`config.mk`:
```
export PLATFORM = sky130hd
export DESIGN_NAME = main_divider
export DESIGN_NICKNAME = d
export VERILOG_FILES = /design/src/logic/nd_pkg.sv /design/src/logic/div_link_if.sv /design/src/logic/sd_modulator.sv /design/src/logic/fb_counter.sv /design/src/logic/main_divider.sv
export SDC_FILE = /design/constraint.sdc
export NUM_CORES = 1
export LEC_CHECK = 0
export BUFFER_PORTS_ARGS = -buffer_cell sky130_fd_sc_hd__buf_2
export CAP_MARGIN = 20
export CORE_MARGIN = 2
export CORE_UTILIZATION = 30
export CTS_BUF_LIST = sky130_fd_sc_hd__clkbuf_4
export DETAILED_ROUTE_END_ITERATION = 12
export GPL_TIMING_DRIVEN = 0
export HOLD_SLACK_MARGIN = 0.12
export SLEW_MARGIN = 40
export SYNTH_ARGS = -nofsm -noshare
export SYNTH_HDL_FRONTEND = slang
export SYNTH_SLANG_ARGS = --single-unit
```
`constraint.sdc`:
```
create_clock -name aclk -period 11.5 [get_ports aclk]
set_input_delay 2.875 -clock aclk [delete_from_list [all_inputs] [get_ports aclk]]
set_output_delay 2.875 -clock aclk [all_outputs]
set_load 0.005 [all_outputs]
```
`src/logic/nd_pkg.sv`:
```
// Purpose: shared constants and helpers for the main divider word decoder
// Assumes: 32-bit AXI4-Lite register access, 4-bit byte address space
// Notes:   counts and widths are module-independent facts of the divider

package nd_pkg;

  // register byte offsets
  localparam int         ADDR_W     = 4;
  localparam logic [3:0] OFS_WORD   = 4'h0;
  localparam logic [3:0] OFS_CTRL   = 4'h4;
  localparam logic [3:0] OFS_STATUS = 4'h8;
  localparam logic [3:0] OFS_FIELDS = 4'hC;

  // programming word layout
  localparam int         WORD_W        = 24;
  localparam int         PAYLOAD_W     = 23;
  localparam int         INT_W         = 11;
  localparam int         FRAC_W        = 12;
  localparam int         INT_LSB       = 13;
  localparam int         FRAC_LSB      = 1;
  localparam int         ADDR_BIT      = 0;
  localparam logic       ADDR_BIT_MAIN = 1'b0;

  // counter fields and prescaler bases
  localparam int         C_W     = 6;
  localparam int         B_W     = 3;
  localparam int         A_W     = 2;
  localparam int         CNT_W   = 12;
  localparam logic [6:0] BASE_LO = 7'h10;
  localparam logic [6:0] BASE_HI = 7'h20;

  // control register fields
  localparam int CTRL_PSEL_BIT  = 0;
  localparam int CTRL_ORDER_LSB = 1;
  localparam int CTRL_RUN_BIT   = 3;

  // field readback positions
  localparam int FLD_B_LSB = 8;
  localparam int FLD_A_LSB = 16;
  localparam int FLD_D_LSB = 24;

  // reset values
  localparam logic [INT_W-1:0]  INT_RST   = 11'h050;
  localparam logic [FRAC_W-1:0] FRAC_RST  = 12'h000;
  localparam logic              PSEL_RST  = 1'b0;
  localparam logic [1:0]        ORDER_RST = 2'h1;
  localparam logic              RUN_RST   = 1'b0;

  // modulator
  localparam int MAX_ORDER = 4;
  localparam int DELTA_W   = 5;
  typedef logic signed [DELTA_W-1:0] delta_t;

  // bus responses
  localparam logic [1:0] RESP_OKAY   = 2'h0;
  localparam logic [1:0] RESP_SLVERR = 2'h2;
  localparam logic [1:0] RESP_DECERR = 2'h3;

  // total divide of the four-modulus prescaler: base*C + 4*B + A
  function automatic logic [CNT_W-1:0] total_divide(input logic psel, input logic [C_W-1:0] c,
                                                     input logic [B_W-1:0] b, input logic [A_W-1:0] a);
    logic [CNT_W-1:0] base;
    base = psel ? CNT_W'(BASE_HI) : CNT_W'(BASE_LO);
    return CNT_W'(base * CNT_W'(c)) + CNT_W'({b, 2'h0}) + CNT_W'(a);
  endfunction : total_divide

endpackage : nd_pkg

```
`src/logic/div_link_if.sv`:
```
// Purpose: link between word decoder, modulator and feedback counter
// Assumes: single clock domain
// Notes:   step is the feedback period boundary seen by the modulator
`timescale 1ns/10ps
`default_nettype none

interface div_link_if;
  import nd_pkg::*;
  logic              step;
  logic [FRAC_W-1:0] numerator;
  logic [1:0]        order;
  delta_t            delta;
  logic [C_W-1:0]    c;
  logic [B_W-1:0]    b;
  logic [A_W-1:0]    a;
  logic              psel;
  logic              run;
  logic              fb_pulse;

  modport modulator (input step, numerator, order, output delta);
  modport counter   (input c, b, a, psel, run, output fb_pulse);
  modport ctrl      (output step, numerator, order, c, b, a, psel, run, input delta, fb_pulse);
endinterface : div_link_if

`default_nettype wire

```
`src/logic/sd_modulator.sv`:
```
// Purpose: cascaded accumulator delta-sigma modulator, order 1 to 4
// Assumes: fixed fractional denominator of 2**FRAC_W
// Notes:   stages above the selected order are held idle and cleared
`timescale 1ns/10ps
`default_nettype none

module sd_modulator (
  // clock and reset
  input  wire logic      aclk,
  input  wire logic      aresetn,
  input  wire logic      clk_en,
  // link
  div_link_if.modulator  lnk
);
  import nd_pkg::*;

  logic [FRAC_W-1:0] acc_reg  [MAX_ORDER];
  delta_t            hist_reg [MAX_ORDER];
  delta_t            delta_reg;
  logic [FRAC_W-1:0] res_next [MAX_ORDER];
  delta_t            y_next   [MAX_ORDER];
  logic [FRAC_W:0]   sum_v;
  logic [FRAC_W-1:0] in_v;
  logic              carry_v;
  delta_t            y_up;
  delta_t            h_up;

  // stage sums and noise-cancelling recombination, last stage first
  always_comb begin
    in_v = lnk.numerator;
    sum_v = '0;
    carry_v = 1'b0;
    y_up = '0;
    h_up = '0;
    for (int k = 0; k < MAX_ORDER; k++) begin
      sum_v = {1'b0, acc_reg[k]} + {1'b0, in_v};
      res_next[k] = (k <= int'(lnk.order)) ? sum_v[FRAC_W-1:0] : '0;
      in_v = sum_v[FRAC_W-1:0];
    end
    for (int k = MAX_ORDER - 1; k >= 0; k--) begin
      sum_v = {1'b0, acc_reg[k]} + {1'b0, (k == 0) ? lnk.numerator : res_next[(k > 0) ? k - 1 : 0]};
      carry_v = (k <= int'(lnk.order)) & sum_v[FRAC_W];
      y_next[k] = delta_t'({1'b0, carry_v}) + y_up - h_up;
      y_up = y_next[k];
      h_up = hist_reg[k];
    end
  end

  // advance once per feedback period; delta applies to the next period
  always_ff @(posedge aclk) begin
    if (!aresetn) begin
      for (int k = 0; k < MAX_ORDER; k++) begin
        acc_reg[k]  <= '0;
        hist_reg[k] <= '0;
      end
      delta_reg <= '0;
    end else if (clk_en && lnk.step) begin
      for (int k = 0; k < MAX_ORDER; k++) begin
        acc_reg[k]  <= res_next[k];
        hist_reg[k] <= y_next[k];
      end
      delta_reg <= y_next[0];
    end
  end

  assign lnk.delta = delta_reg;

endmodule : sd_modulator

`default_nettype wire

```
`src/logic/fb_counter.sv`:
```
// Purpose: main loop feedback counter with two four-modulus bases
// Assumes: each enabled clock stands for one prescaler input edge
// Notes:   fields are sampled only at the period boundary
`timescale 1ns/10ps
`default_nettype none

module fb_counter (
  // clock and reset
  input  wire logic    aclk,
  input  wire logic    aresetn,
  input  wire logic    clk_en,
  // link
  div_link_if.counter  lnk
);
  import nd_pkg::*;

  logic [CNT_W-1:0] cnt_reg;
  logic             pulse_reg;
  logic [CNT_W-1:0] total;

  assign total = total_divide(lnk.psel, lnk.c, lnk.b, lnk.a);

  // count down one period of total divide, pulse at its start
  always_ff @(posedge aclk) begin
    if (!aresetn) begin
      cnt_reg   <= '0;
      pulse_reg <= 1'b0;
    end else if (clk_en) begin
      if (!lnk.run) begin
        cnt_reg   <= '0;
        pulse_reg <= 1'b0;
      end else if (cnt_reg == '0) begin
        cnt_reg   <= (total < CNT_W'(2)) ? '0 : total - CNT_W'(1);
        pulse_reg <= 1'b1;
      end else begin
        cnt_reg   <= cnt_reg - CNT_W'(1);
        pulse_reg <= 1'b0;
      end
    end
  end

  assign lnk.fb_pulse = pulse_reg;

endmodule : fb_counter

`default_nettype wire

```
`src/logic/main_divider.sv`:
```
// Purpose: main divider word decoder with AXI4-Lite register access
// Assumes: single clock, synchronous active-low reset, clock enable
// Notes:   fields are re-split every cycle from the modulated divide
//
// What this block does
// - Words carry 20-bit payloads; the main divider word carries 23.
// - Main divider word is recognised by address bit 0 being zero.
// - One write updates integer divide and fractional numerator together.
// - Integer divide sits in bits 23..13, numerator in bits 12..1.
// - Integer splits into C, B, A; divide is base*C + 4*B + A.
// - Unused B bit is taken by the modulator for its own swing.
// - Feedback counter offers base-16 and base-32 four-modulus sets.
// - One prescaler select bit: clear picks base 16, set picks base 32.
//
// The register offsets and the AXI4-Lite slave port were decided locally.
`timescale 1ns/10ps
`default_nettype none

module main_divider (
  // clock, reset and enable
  input  wire logic                       aclk,
  input  wire logic                       aresetn,
  input  wire logic                       clk_en,
  // write address channel
  input  wire logic                       awvalid,
  output var  logic                       awready,
  input  wire logic [nd_pkg::ADDR_W-1:0]  awaddr,
  // write data channel
  input  wire logic                       wvalid,
  output var  logic                       wready,
  input  wire logic [31:0]                wdata,
  input  wire logic [3:0]                 wstrb,
  // write response channel
  output var  logic                       bvalid,
  input  wire logic                       bready,
  output var  logic [1:0]                 bresp,
  // read address channel
  input  wire logic                       arvalid,
  output var  logic                       arready,
  input  wire logic [nd_pkg::ADDR_W-1:0]  araddr,
  // read data channel
  output var  logic                       rvalid,
  input  wire logic                       rready,
  output var  logic [31:0]                rdata,
  output var  logic [1:0]                 rresp,
  // feedback
  output var  logic                       feedback_pulse
);
  import nd_pkg::*;

  div_link_if lnk ();

  // held write request
  logic              aw_held_reg;
  logic [3:0]        awaddr_reg;
  logic              w_held_reg;
  logic [31:0]       wdata_reg;
  logic [3:0]        wstrb_reg;
  logic              do_write;
  logic [1:0]        wr_resp;

  // programmed state
  logic [INT_W-1:0]  main_integer_divide_reg;
  logic [FRAC_W-1:0] main_fraction_numerator_reg;
  logic              prescaler_select_reg;
  logic [1:0]        modulator_order_reg;
  logic              run_reg;

  // counter fields
  logic [C_W-1:0]    coarse_count_field_reg;
  logic [B_W-1:0]    mid_count_field_reg;
  logic [A_W-1:0]    fine_count_field_reg;
  logic [C_W-1:0]    coarse_next;
  logic [B_W-1:0]    mid_next;
  logic [A_W-1:0]    fine_next;

  // read path
  logic [31:0]       rd_data;
  logic [1:0]        rd_resp;

  // register word select, low address bits ignored
  function automatic logic [3:0] word_sel(input logic [ADDR_W-1:0] addr);
    return {addr[3:2], 2'h0};
  endfunction : word_sel

  // response for a write, judged on address, payload tag and lanes
  function automatic logic [1:0] write_resp(input logic [3:0] addr, input logic [31:0] data,
                                            input logic [3:0] strb);
    logic [1:0] resp;
    resp = RESP_DECERR;
    case (word_sel(addr))
      OFS_WORD:   resp = (data[ADDR_BIT] == ADDR_BIT_MAIN && (&strb[2:0])) ? RESP_OKAY : RESP_SLVERR;
      OFS_CTRL:   resp = RESP_OKAY;
      OFS_STATUS: resp = RESP_SLVERR;
      OFS_FIELDS: resp = RESP_SLVERR;
      default:    resp = RESP_DECERR;
    endcase
    return resp;
  endfunction : write_resp

  assign do_write = aw_held_reg && w_held_reg && !bvalid;
  assign wr_resp  = write_resp(awaddr_reg, wdata_reg, wstrb_reg);

  // write address capture; ready drops while an address is held
  always_ff @(posedge aclk) begin
    if (!aresetn) begin
      aw_held_reg <= 1'b0;
      awaddr_reg  <= '0;
      awready     <= 1'b1;
    end else if (clk_en) begin
      if (awvalid && awready) begin
        aw_held_reg <= 1'b1;
        awaddr_reg  <= awaddr;
        awready     <= 1'b0;
      end else if (do_write) begin
        aw_held_reg <= 1'b0;
        awready     <= 1'b1;
      end
    end
  end

  // write data capture, independent of the address channel
  always_ff @(posedge aclk) begin
    if (!aresetn) begin
      w_held_reg <= 1'b0;
      wdata_reg  <= '0;
      wstrb_reg  <= '0;
      wready     <= 1'b1;
    end else if (clk_en) begin
      if (wvalid && wready) begin
        w_held_reg <= 1'b1;
        wdata_reg  <= wdata;
        wstrb_reg  <= wstrb;
        wready     <= 1'b0;
      end else if (do_write) begin
        w_held_reg <= 1'b0;
        wready     <= 1'b1;
      end
    end
  end

  // write response; a second write waits until this one is accepted
  always_ff @(posedge aclk) begin
    if (!aresetn) begin
      bvalid <= 1'b0;
      bresp  <= RESP_OKAY;
    end else if (clk_en) begin
      if (do_write) begin
        bvalid <= 1'b1;
        bresp  <= wr_resp;
      end else if (bvalid && bready) begin
        bvalid <= 1'b0;
      end
    end
  end

  // main divider word: both values land in the same edge
  always_ff @(posedge aclk) begin
    if (!aresetn) begin
      main_integer_divide_reg     <= INT_RST;
      main_fraction_numerator_reg <= FRAC_RST;
    end else if (clk_en && do_write && word_sel(awaddr_reg) == OFS_WORD && wr_resp == RESP_OKAY) begin
      main_integer_divide_reg     <= wdata_reg[INT_LSB +: INT_W];
      main_fraction_numerator_reg <= wdata_reg[FRAC_LSB +: FRAC_W];
    end
  end

  // control register; only byte lane 0 carries the bits
  always_ff @(posedge aclk) begin
    if (!aresetn) begin
      prescaler_select_reg <= PSEL_RST;
      modulator_order_reg  <= ORDER_RST;
      run_reg              <= RUN_RST;
    end else if (clk_en && do_write && word_sel(awaddr_reg) == OFS_CTRL && wstrb_reg[0]) begin
      prescaler_select_reg <= wdata_reg[CTRL_PSEL_BIT];
      modulator_order_reg  <= wdata_reg[CTRL_ORDER_LSB +: 2];
      run_reg              <= wdata_reg[CTRL_RUN_BIT];
    end
  end

  // split the modulated divide into counter fields
  always_comb begin
    logic signed [CNT_W:0] v;
    logic signed [CNT_W:0] rem;
    logic [C_W-1:0]        cn;
    cn  = '0;
    rem = '0;
    v   = $signed({2'h0, main_integer_divide_reg}) + (CNT_W+1)'(lnk.delta);
    if (v < 0) begin
      v = '0;
    end
    cn  = main_integer_divide_reg[4 +: C_W];
    rem = v - $signed({3'h0, cn, 4'h0});
    if (prescaler_select_reg) begin
      coarse_next = v[5 +: C_W];
      mid_next    = v[2 +: B_W];
      fine_next   = v[0 +: A_W];
    end else if (rem >= 0 && rem < 32) begin
      // spare B bit absorbs upward swing
      coarse_next = cn;
      mid_next    = rem[2 +: B_W];
      fine_next   = rem[0 +: A_W];
    end else begin
      // base-16 split, top B bit unused
      coarse_next = v[4 +: C_W];
      mid_next    = {1'b0, v[3:2]};
      fine_next   = v[0 +: A_W];
    end
  end

  // field registers feed the counter; it samples them at reload
  always_ff @(posedge aclk) begin
    if (!aresetn) begin
      coarse_count_field_reg <= '0;
      mid_count_field_reg    <= '0;
      fine_count_field_reg   <= '0;
    end else if (clk_en) begin
      coarse_count_field_reg <= coarse_next;
      mid_count_field_reg    <= mid_next;
      fine_count_field_reg   <= fine_next;
    end
  end

  // link wiring to the modulator and counter
  assign lnk.step      = lnk.fb_pulse;
  assign lnk.numerator = main_fraction_numerator_reg;
  assign lnk.order     = modulator_order_reg;
  assign lnk.c         = coarse_count_field_reg;
  assign lnk.b         = mid_count_field_reg;
  assign lnk.a         = fine_count_field_reg;
  assign lnk.psel      = prescaler_select_reg;
  assign lnk.run       = run_reg;

  sd_modulator u_mod (
    .aclk    (aclk),
    .aresetn (aresetn),
    .clk_en  (clk_en),
    .lnk     (lnk)
  );

  fb_counter u_cnt (
    .aclk    (aclk),
    .aresetn (aresetn),
    .clk_en  (clk_en),
    .lnk     (lnk)
  );

  // read mux; the word register is write-only and reads zero
  always_comb begin
    rd_data = '0;
    rd_resp = RESP_OKAY;
    case (word_sel(araddr))
      OFS_WORD: begin
        rd_data = '0;
      end
      OFS_CTRL: begin
        rd_data[CTRL_PSEL_BIT]       = prescaler_select_reg;
        rd_data[CTRL_ORDER_LSB +: 2] = modulator_order_reg;
        rd_data[CTRL_RUN_BIT]        = run_reg;
      end
      OFS_STATUS: begin
        rd_data[INT_LSB +: INT_W]   = main_integer_divide_reg;
        rd_data[FRAC_LSB +: FRAC_W] = main_fraction_numerator_reg;
      end
      OFS_FIELDS: begin
        rd_data[0 +: C_W]             = coarse_count_field_reg;
        rd_data[FLD_B_LSB +: B_W]     = mid_count_field_reg;
        rd_data[FLD_A_LSB +: A_W]     = fine_count_field_reg;
        rd_data[FLD_D_LSB +: DELTA_W] = lnk.delta;
      end
      default: begin
        rd_resp = RESP_DECERR;
      end
    endcase
  end

  // read channel: answer one cycle after the address is taken
  always_ff @(posedge aclk) begin
    if (!aresetn) begin
      arready <= 1'b1;
      rvalid  <= 1'b0;
      rdata   <= '0;
      rresp   <= RESP_OKAY;
    end else if (clk_en) begin
      if (arvalid && arready) begin
        arready <= 1'b0;
        rvalid  <= 1'b1;
        rdata   <= rd_data;
        rresp   <= rd_resp;
      end else if (rvalid && rready) begin
        rvalid  <= 1'b0;
        arready <= 1'b1;
      end
    end
  end

  // registered copy keeps the port straight from a flop
  always_ff @(posedge aclk) begin
    if (!aresetn) begin
      feedback_pulse <= 1'b0;
    end else if (clk_en) begin
      feedback_pulse <= lnk.fb_pulse;
    end
  end

endmodule : main_divider

`default_nettype wire

```
==> Word level (Yosys, flattened, before mapping) <==
Memory sizes are Yosys's and may differ from the RTL's.
Index checks and enable logic that the tools add are counted.
{ "classes": {"bitwise_logic": 12, "n_addsub": 18, "multipliers": 1, "reduce_logical": 34, "n_mux": 51, "n_eq_ne": 6, "n_lt_le_gt_ge": 7} }
{ "ops": {"columns": ["cell", "count"], "rows": [
  ["two-way mux 12 bit", 10],
  ["adder 12 x 12 -> 13 bit", 4],
  ["two-way mux 5 bit", 6],
  ["adder 12 bit", 2],
  ["two-way mux 6 bit", 4],
  ["subtractor 12 x 1 -> 12 bit (second input constant)", 2],
  ["two-way mux 1 bit", 18],
  ["AND reduction 2 bit", 8],
  ["logical AND 1 bit", 15],
  ["subtractor 5 bit", 3],
  ["adder 12 x 5 -> 13 bit", 1],
  [">= comparator 13 x 1 -> 1 bit (second input constant)", 1],
  ["< comparator 13 x 1 -> 1 bit (second input constant)", 1],
  ["< comparator 13 x 7 -> 1 bit (second input constant)", 1],
  ["two-way mux 13 bit", 1],
  ["subtractor 13 x 11 -> 13 bit", 1],
  ["adder 12 x 2 -> 12 bit", 1],
  ["adder 12 x 5 -> 12 bit", 1],
  ["logical NOT 12 bit", 1],
  ["< comparator 12 x 2 -> 1 bit (second input constant)", 1],
  ["multiplier 12 x 6 -> 12 bit", 1],
  ["one-hot mux 3 bit (4 select lines)", 1],
  ["adder 2 x 5 -> 5 bit", 2],
  ["== test 2 bit (second input constant)", 4],
  ["18 further kinds", 39]
]} }
{ "totals": {"inputBits": 52, "memories": 2, "out_inout_bits": 42, "reg_bits": 126, "mem_bits_rw": 68} }
{ "mem_list": {"columns": ["memory", "depth", "word_bits", "read_ports", "rd_ports_with_merged_regs", "write_ports", "line_no", "rtl"], "rows": [
  ["u_mod.acc_reg", 4, 12, 4, 0, 4, "sd_modulator.sv:17", "logic [FRAC_W-1:0] acc_reg [MAX_ORDER];"],
  ["u_mod.hist_reg", 4, 5, 3, 0, 4, "sd_modulator.sv:18", "delta_t hist_reg [MAX_ORDER];"]
]} }

==> Depth between registers and ports, before layout <==
An unclocked memory read counts as a cell.
{ "logic_depth": {"ltp_word": 14, "ltp_mapped": 42} }

==> By module <==
From an unflattened synthesis, not the netlist that was laid out.
{ "hier_totals": {"cells_unflattened": 1354, "area_unflattened_um2": 12116.6} }
{ "modules_own_cells": {"columns": ["module", "area_each_um2", "instances", "cells_per_inst", "seq_area_each_um2"], "rows": [
  ["main_divider", 5277.6, 1, 623, 2102.0],
  ["sd_modulator", 5207.5, 1, 530, 1811.7],
  ["fb_counter", 1631.6, 1, 201, 260.2]
]} }

==> Worst setup path after synthesis <==
No wires, ideal clock.
{ "synth_path": {"path_type": "register -> register", "start": "memory u_mod.acc_reg[0][0]", "end": "register u_mod.delta_reg[4] (netlist: u_mod.lnk.delta[4])", "slack_ns": 3.407, "stages_incl_launch_ff": 39, "arrival_ns": 7.972, "t_required_ns": 11.379, "cell_sequence": "edfxtp_1 > ha_1 > fa_1 > a21o_1 > a21oi_1 > nor2b_1 > o21a_1 > o41a_1 > a31oi_1 > xnor2_1 > ha_1 > nor3_1 > a21o_1 > nor2_1 > ha_1 > inv_1 > nor3_1 > a221oi_1 > [... 3 more ...] > or4_1 > a211oi_1 > o21bai_1 > and3_1 > ha_1 > inv_1 > ha_1 > ha_1 > inv_1 > ha_1 > fa_1 > ha_1 > fa_1 > a21o_1 > a21oi_1 > xnor2_1 > xnor2_1 > o21ai_0"} }
{ "synth_lines": {"columns": ["element", "line_no", "rtl"], "rows": [
  ["start: declaration", "sd_modulator.sv:17", null],
  ["end signal: assignment", "sd_modulator.sv:62", "delta_reg <= y_next[0];"],
  ["end: declaration", "sd_modulator.sv:19", "delta_t delta_reg;"]
]} }

==> results.sh <==
export IMPL_grt_pass1_vias=9300
export IMPL_cts_hold_buf=0
export IMPL_place_inst=1909
export IMPL_syn_instance_count=1309
export IMPL_ys_seq_elements=180
export IMPL_worst_ep_arrival_time_ps=9650
export IMPL_slew_viol_final=0
export IMPL_hp_start="feedback_pulse"
export IMPL_yosysSeqAreaShare_pct=35.9
export IMPL_ir_drop_uv=59.9
export IMPL_cts_max_level=4
export IMPL_crit_start="lnk.numerator[0]"
export IMPL_final_setup_viol_count=0
export IMPL_post_cts_buffers=0
export IMPL_path_class="reg2reg"
export IMPL_maxCapViolCount=0
export IMPL_ys_flop_type="dfxtp_1"
export IMPL_drcViolationCount=0
export IMPL_power_per_cell_area_nw_per_um2=102
export IMPL_cp_num_buf_inv=4
export IMPL_finalNetCount=1595
export IMPL_die_area_um2=40300
export IMPL_fp_dieH_um=201
export IMPL_cts_tree="built"
export IMPL_synth_warnings=0
export IMPL_row_count=72
export IMPL_crit_path_end_kind="flop"
export IMPL_syn_area_um2=11600
export IMPL_min_period_ps=9130
export IMPL_grt_overflow=0
export IMPL_outcome="complete, no violations"
export IMPL_grt_use_total_pct=15.1
export IMPL_yosysUniqueCellTypes=78
export IMPL_largest_register_ffs=48
export IMPL_utilization_pct=33.9
export IMPL_holdCritPathClass="reg2reg"
export IMPL_cts_root_buffer="clkbuf_4"
export IMPL_io_buffers=73
export IMPL_worst_pin_slew_ps=767
export IMPL_yosysMostFrequentCell="nand2_1"
export IMPL_first_pass_iters=5
export IMPL_yosysTopAreaCell="dfxtp_1"
export IMPL_path_clk_slew_ps=180
export IMPL_grt_first_pass_wirelength_mm=48.3
export IMPL_cts_sinks=180
export IMPL_clk_latency_ps=630
export IMPL_cts_resized=0
export IMPL_coreArea_um2=38500
export IMPL_cp_start_kind="flop"
export IMPL_io_pins=94
export IMPL_synth_top_area_share_pct=21.2
export IMPL_leakage_nw=5.67
export IMPL_max_freq_mhz=110
export IMPL_max_stage_delay_ps=510
export IMPL_vias_per_cell=4.87
export IMPL_grt_max_degree=40
export IMPL_crit_required_ps=12020
export IMPL_clk_path_buf_depth=2
export IMPL_crit_path_max_fanout=4
export IMPL_cts_buffers=17
export IMPL_synthTopCellsByArea="dfxtp_1, edfxtp_1, ha_1, nand2_1, a21boi_0"
export IMPL_antenna_found_initial=1
export IMPL_layout_drive_gt1_share_pct=10.5
export IMPL_wirelength_mm=30.3
export IMPL_syn_area_per_cell_um2=8.88
export IMPL_place_area_um2=12700
export IMPL_post_dp_hpwl_mm=23.7
export IMPL_fin_skew_ps=31.1
export IMPL_path_delay_family="adder cells"
export IMPL_async_reset_ff_share_pct=0
export IMPL_area_delta_synth_final_pct=12.2
export IMPL_synth_edff_count=57
export IMPL_routedWlPerCell_um=15.6
export IMPL_crit_top_cell="ha_1"
export IMPL_hold_viol_final=0
export IMPL_place_congestion=0.876
export IMPL_relSlewSlack_pct=47.6
export IMPL_die_x_um=201
export IMPL_critPathSlowestCell="fa_1"
export IMPL_rr_startpoint="lnk.numerator[0]"
export IMPL_dr_total_vias=9470
export IMPL_rsz0062_at_grt="false"
export IMPL_start_util_pct=30.2
export IMPL_min_period_over_period_pct=79.4
export IMPL_instances_no_fill=1943
export IMPL_fin_setup_tns_ps=0
export IMPL_drtAntennaViolNets=0
export IMPL_final_design_area_no_fill_um2=13000
export IMPL_drtIter0Drc=613
export IMPL_post_synth_most_frequent_cells="nand2_1, ha_1, dfxtp_1"
export IMPL_fill_cells=4044
## metal layers
layer | up-vias | track usage [%] | routed length [um] | share of wire (%)
met1 | 4444 | 18.8 | 13700 | 45
met2 | 157 | 26.2 | 14500 | 48
met4 | 0 | 5.71 | 937 | 3.1
li1 | 4820 | - | - | -
met5 | - | 0 | 0 | 0
met3 | 49 | 2.69 | 1110 | 3.6
## worst paths after layout
kind	to	slack, ps	cells after the start
worst max-delay path	u_mod.lnk.delta[4]	2370	38
worst min-delay path	feedback_pulse	450	2
worst max register to register	u_mod.lnk.delta[4]	2370	38
worst min register to register	feedback_pulse	450	2
## cells in the final DEF, fill, tap and decap left out, drive strengths merged, types with 9 or more instances in the layout
cell type	n
and3	18
conb	9
a21boi	82
a31oi	13
o21ai	67
xor2	28
edfxtp	57
nor2b	20
dfxtp	123
clkbuf	63
a21oi	66
buf	86
nand3	42
mux2i	12
and2	32
a21o	26
nand2	175
fa	9
mux2	13
nor2	93
o21bai	9
nor3	24
xnor2	34
inv	75
ha	124
## metrics by stage
step / worst slack [ps] / hold slack [ps] / power, mW
floorplan: 3410 / 439 / 0.867
global placement: 2450 / 435 / 0.923
detailed placement: 2390 / 439 / 0.928
CTS: 2350 / 462 / 1.34
global route: 1660 / 489 / 1.40
finish: 2370 / 455 / 1.32
## final cells by class
class | instances | area, um2 | area share [%]
Multi-Input combinational cell | 1009 | 6950 | 53.3
Sequential cell | 180 | 4170 | 32.0
Tap cell | 518 | 648 | 4.97
Timing Repair Buffer | 74 | 385 | 2.96
Buffer | 59 | 270 | 2.07
Inverter | 69 | 262 | 2.01
Clock inverter | 15 | 209 | 1.60
Clock buffer | 17 | 128 | 0.979
Antenna cell | 2 | 5.00 | 0.0384
## power breakdown
group,switching [mW],internal [mW]
clock network,0.283,0.126
logic,0.136,0.101
registers,0.00896,0.669
total,0.427,0.896
## cells by family (layout without fill, tap and decap cells)
family	after synthesis	in the layout	synth area share [%]
XOR/XNOR	63	63	4.87
adder cells (fa/ha/maj)	133	133	14.9
buffers and inverters	128	234	4.56
other	1	11	0.0323
multiplexers	25	25	2.29
AO/OA/AOI/OAI	331	331	19.2
AND/OR/NAND/NOR	448	448	18.2
flip-flops	180	180	35.9
## worst reg2reg max path, delay by kind of cell (launching register included)
family / cells / cell delay, ps
AO/OA/AOI/OAI: 13 / 2570
XOR/XNOR: 4 / 900
adder cells (fa/ha/maj): 12 / 3880
buffers and inverters: 4 / 290
flip-flops: 1 / 400
AND/OR/NAND/NOR: 5 / 1030
Note: power is estimated with default switching activity, not from simulation.
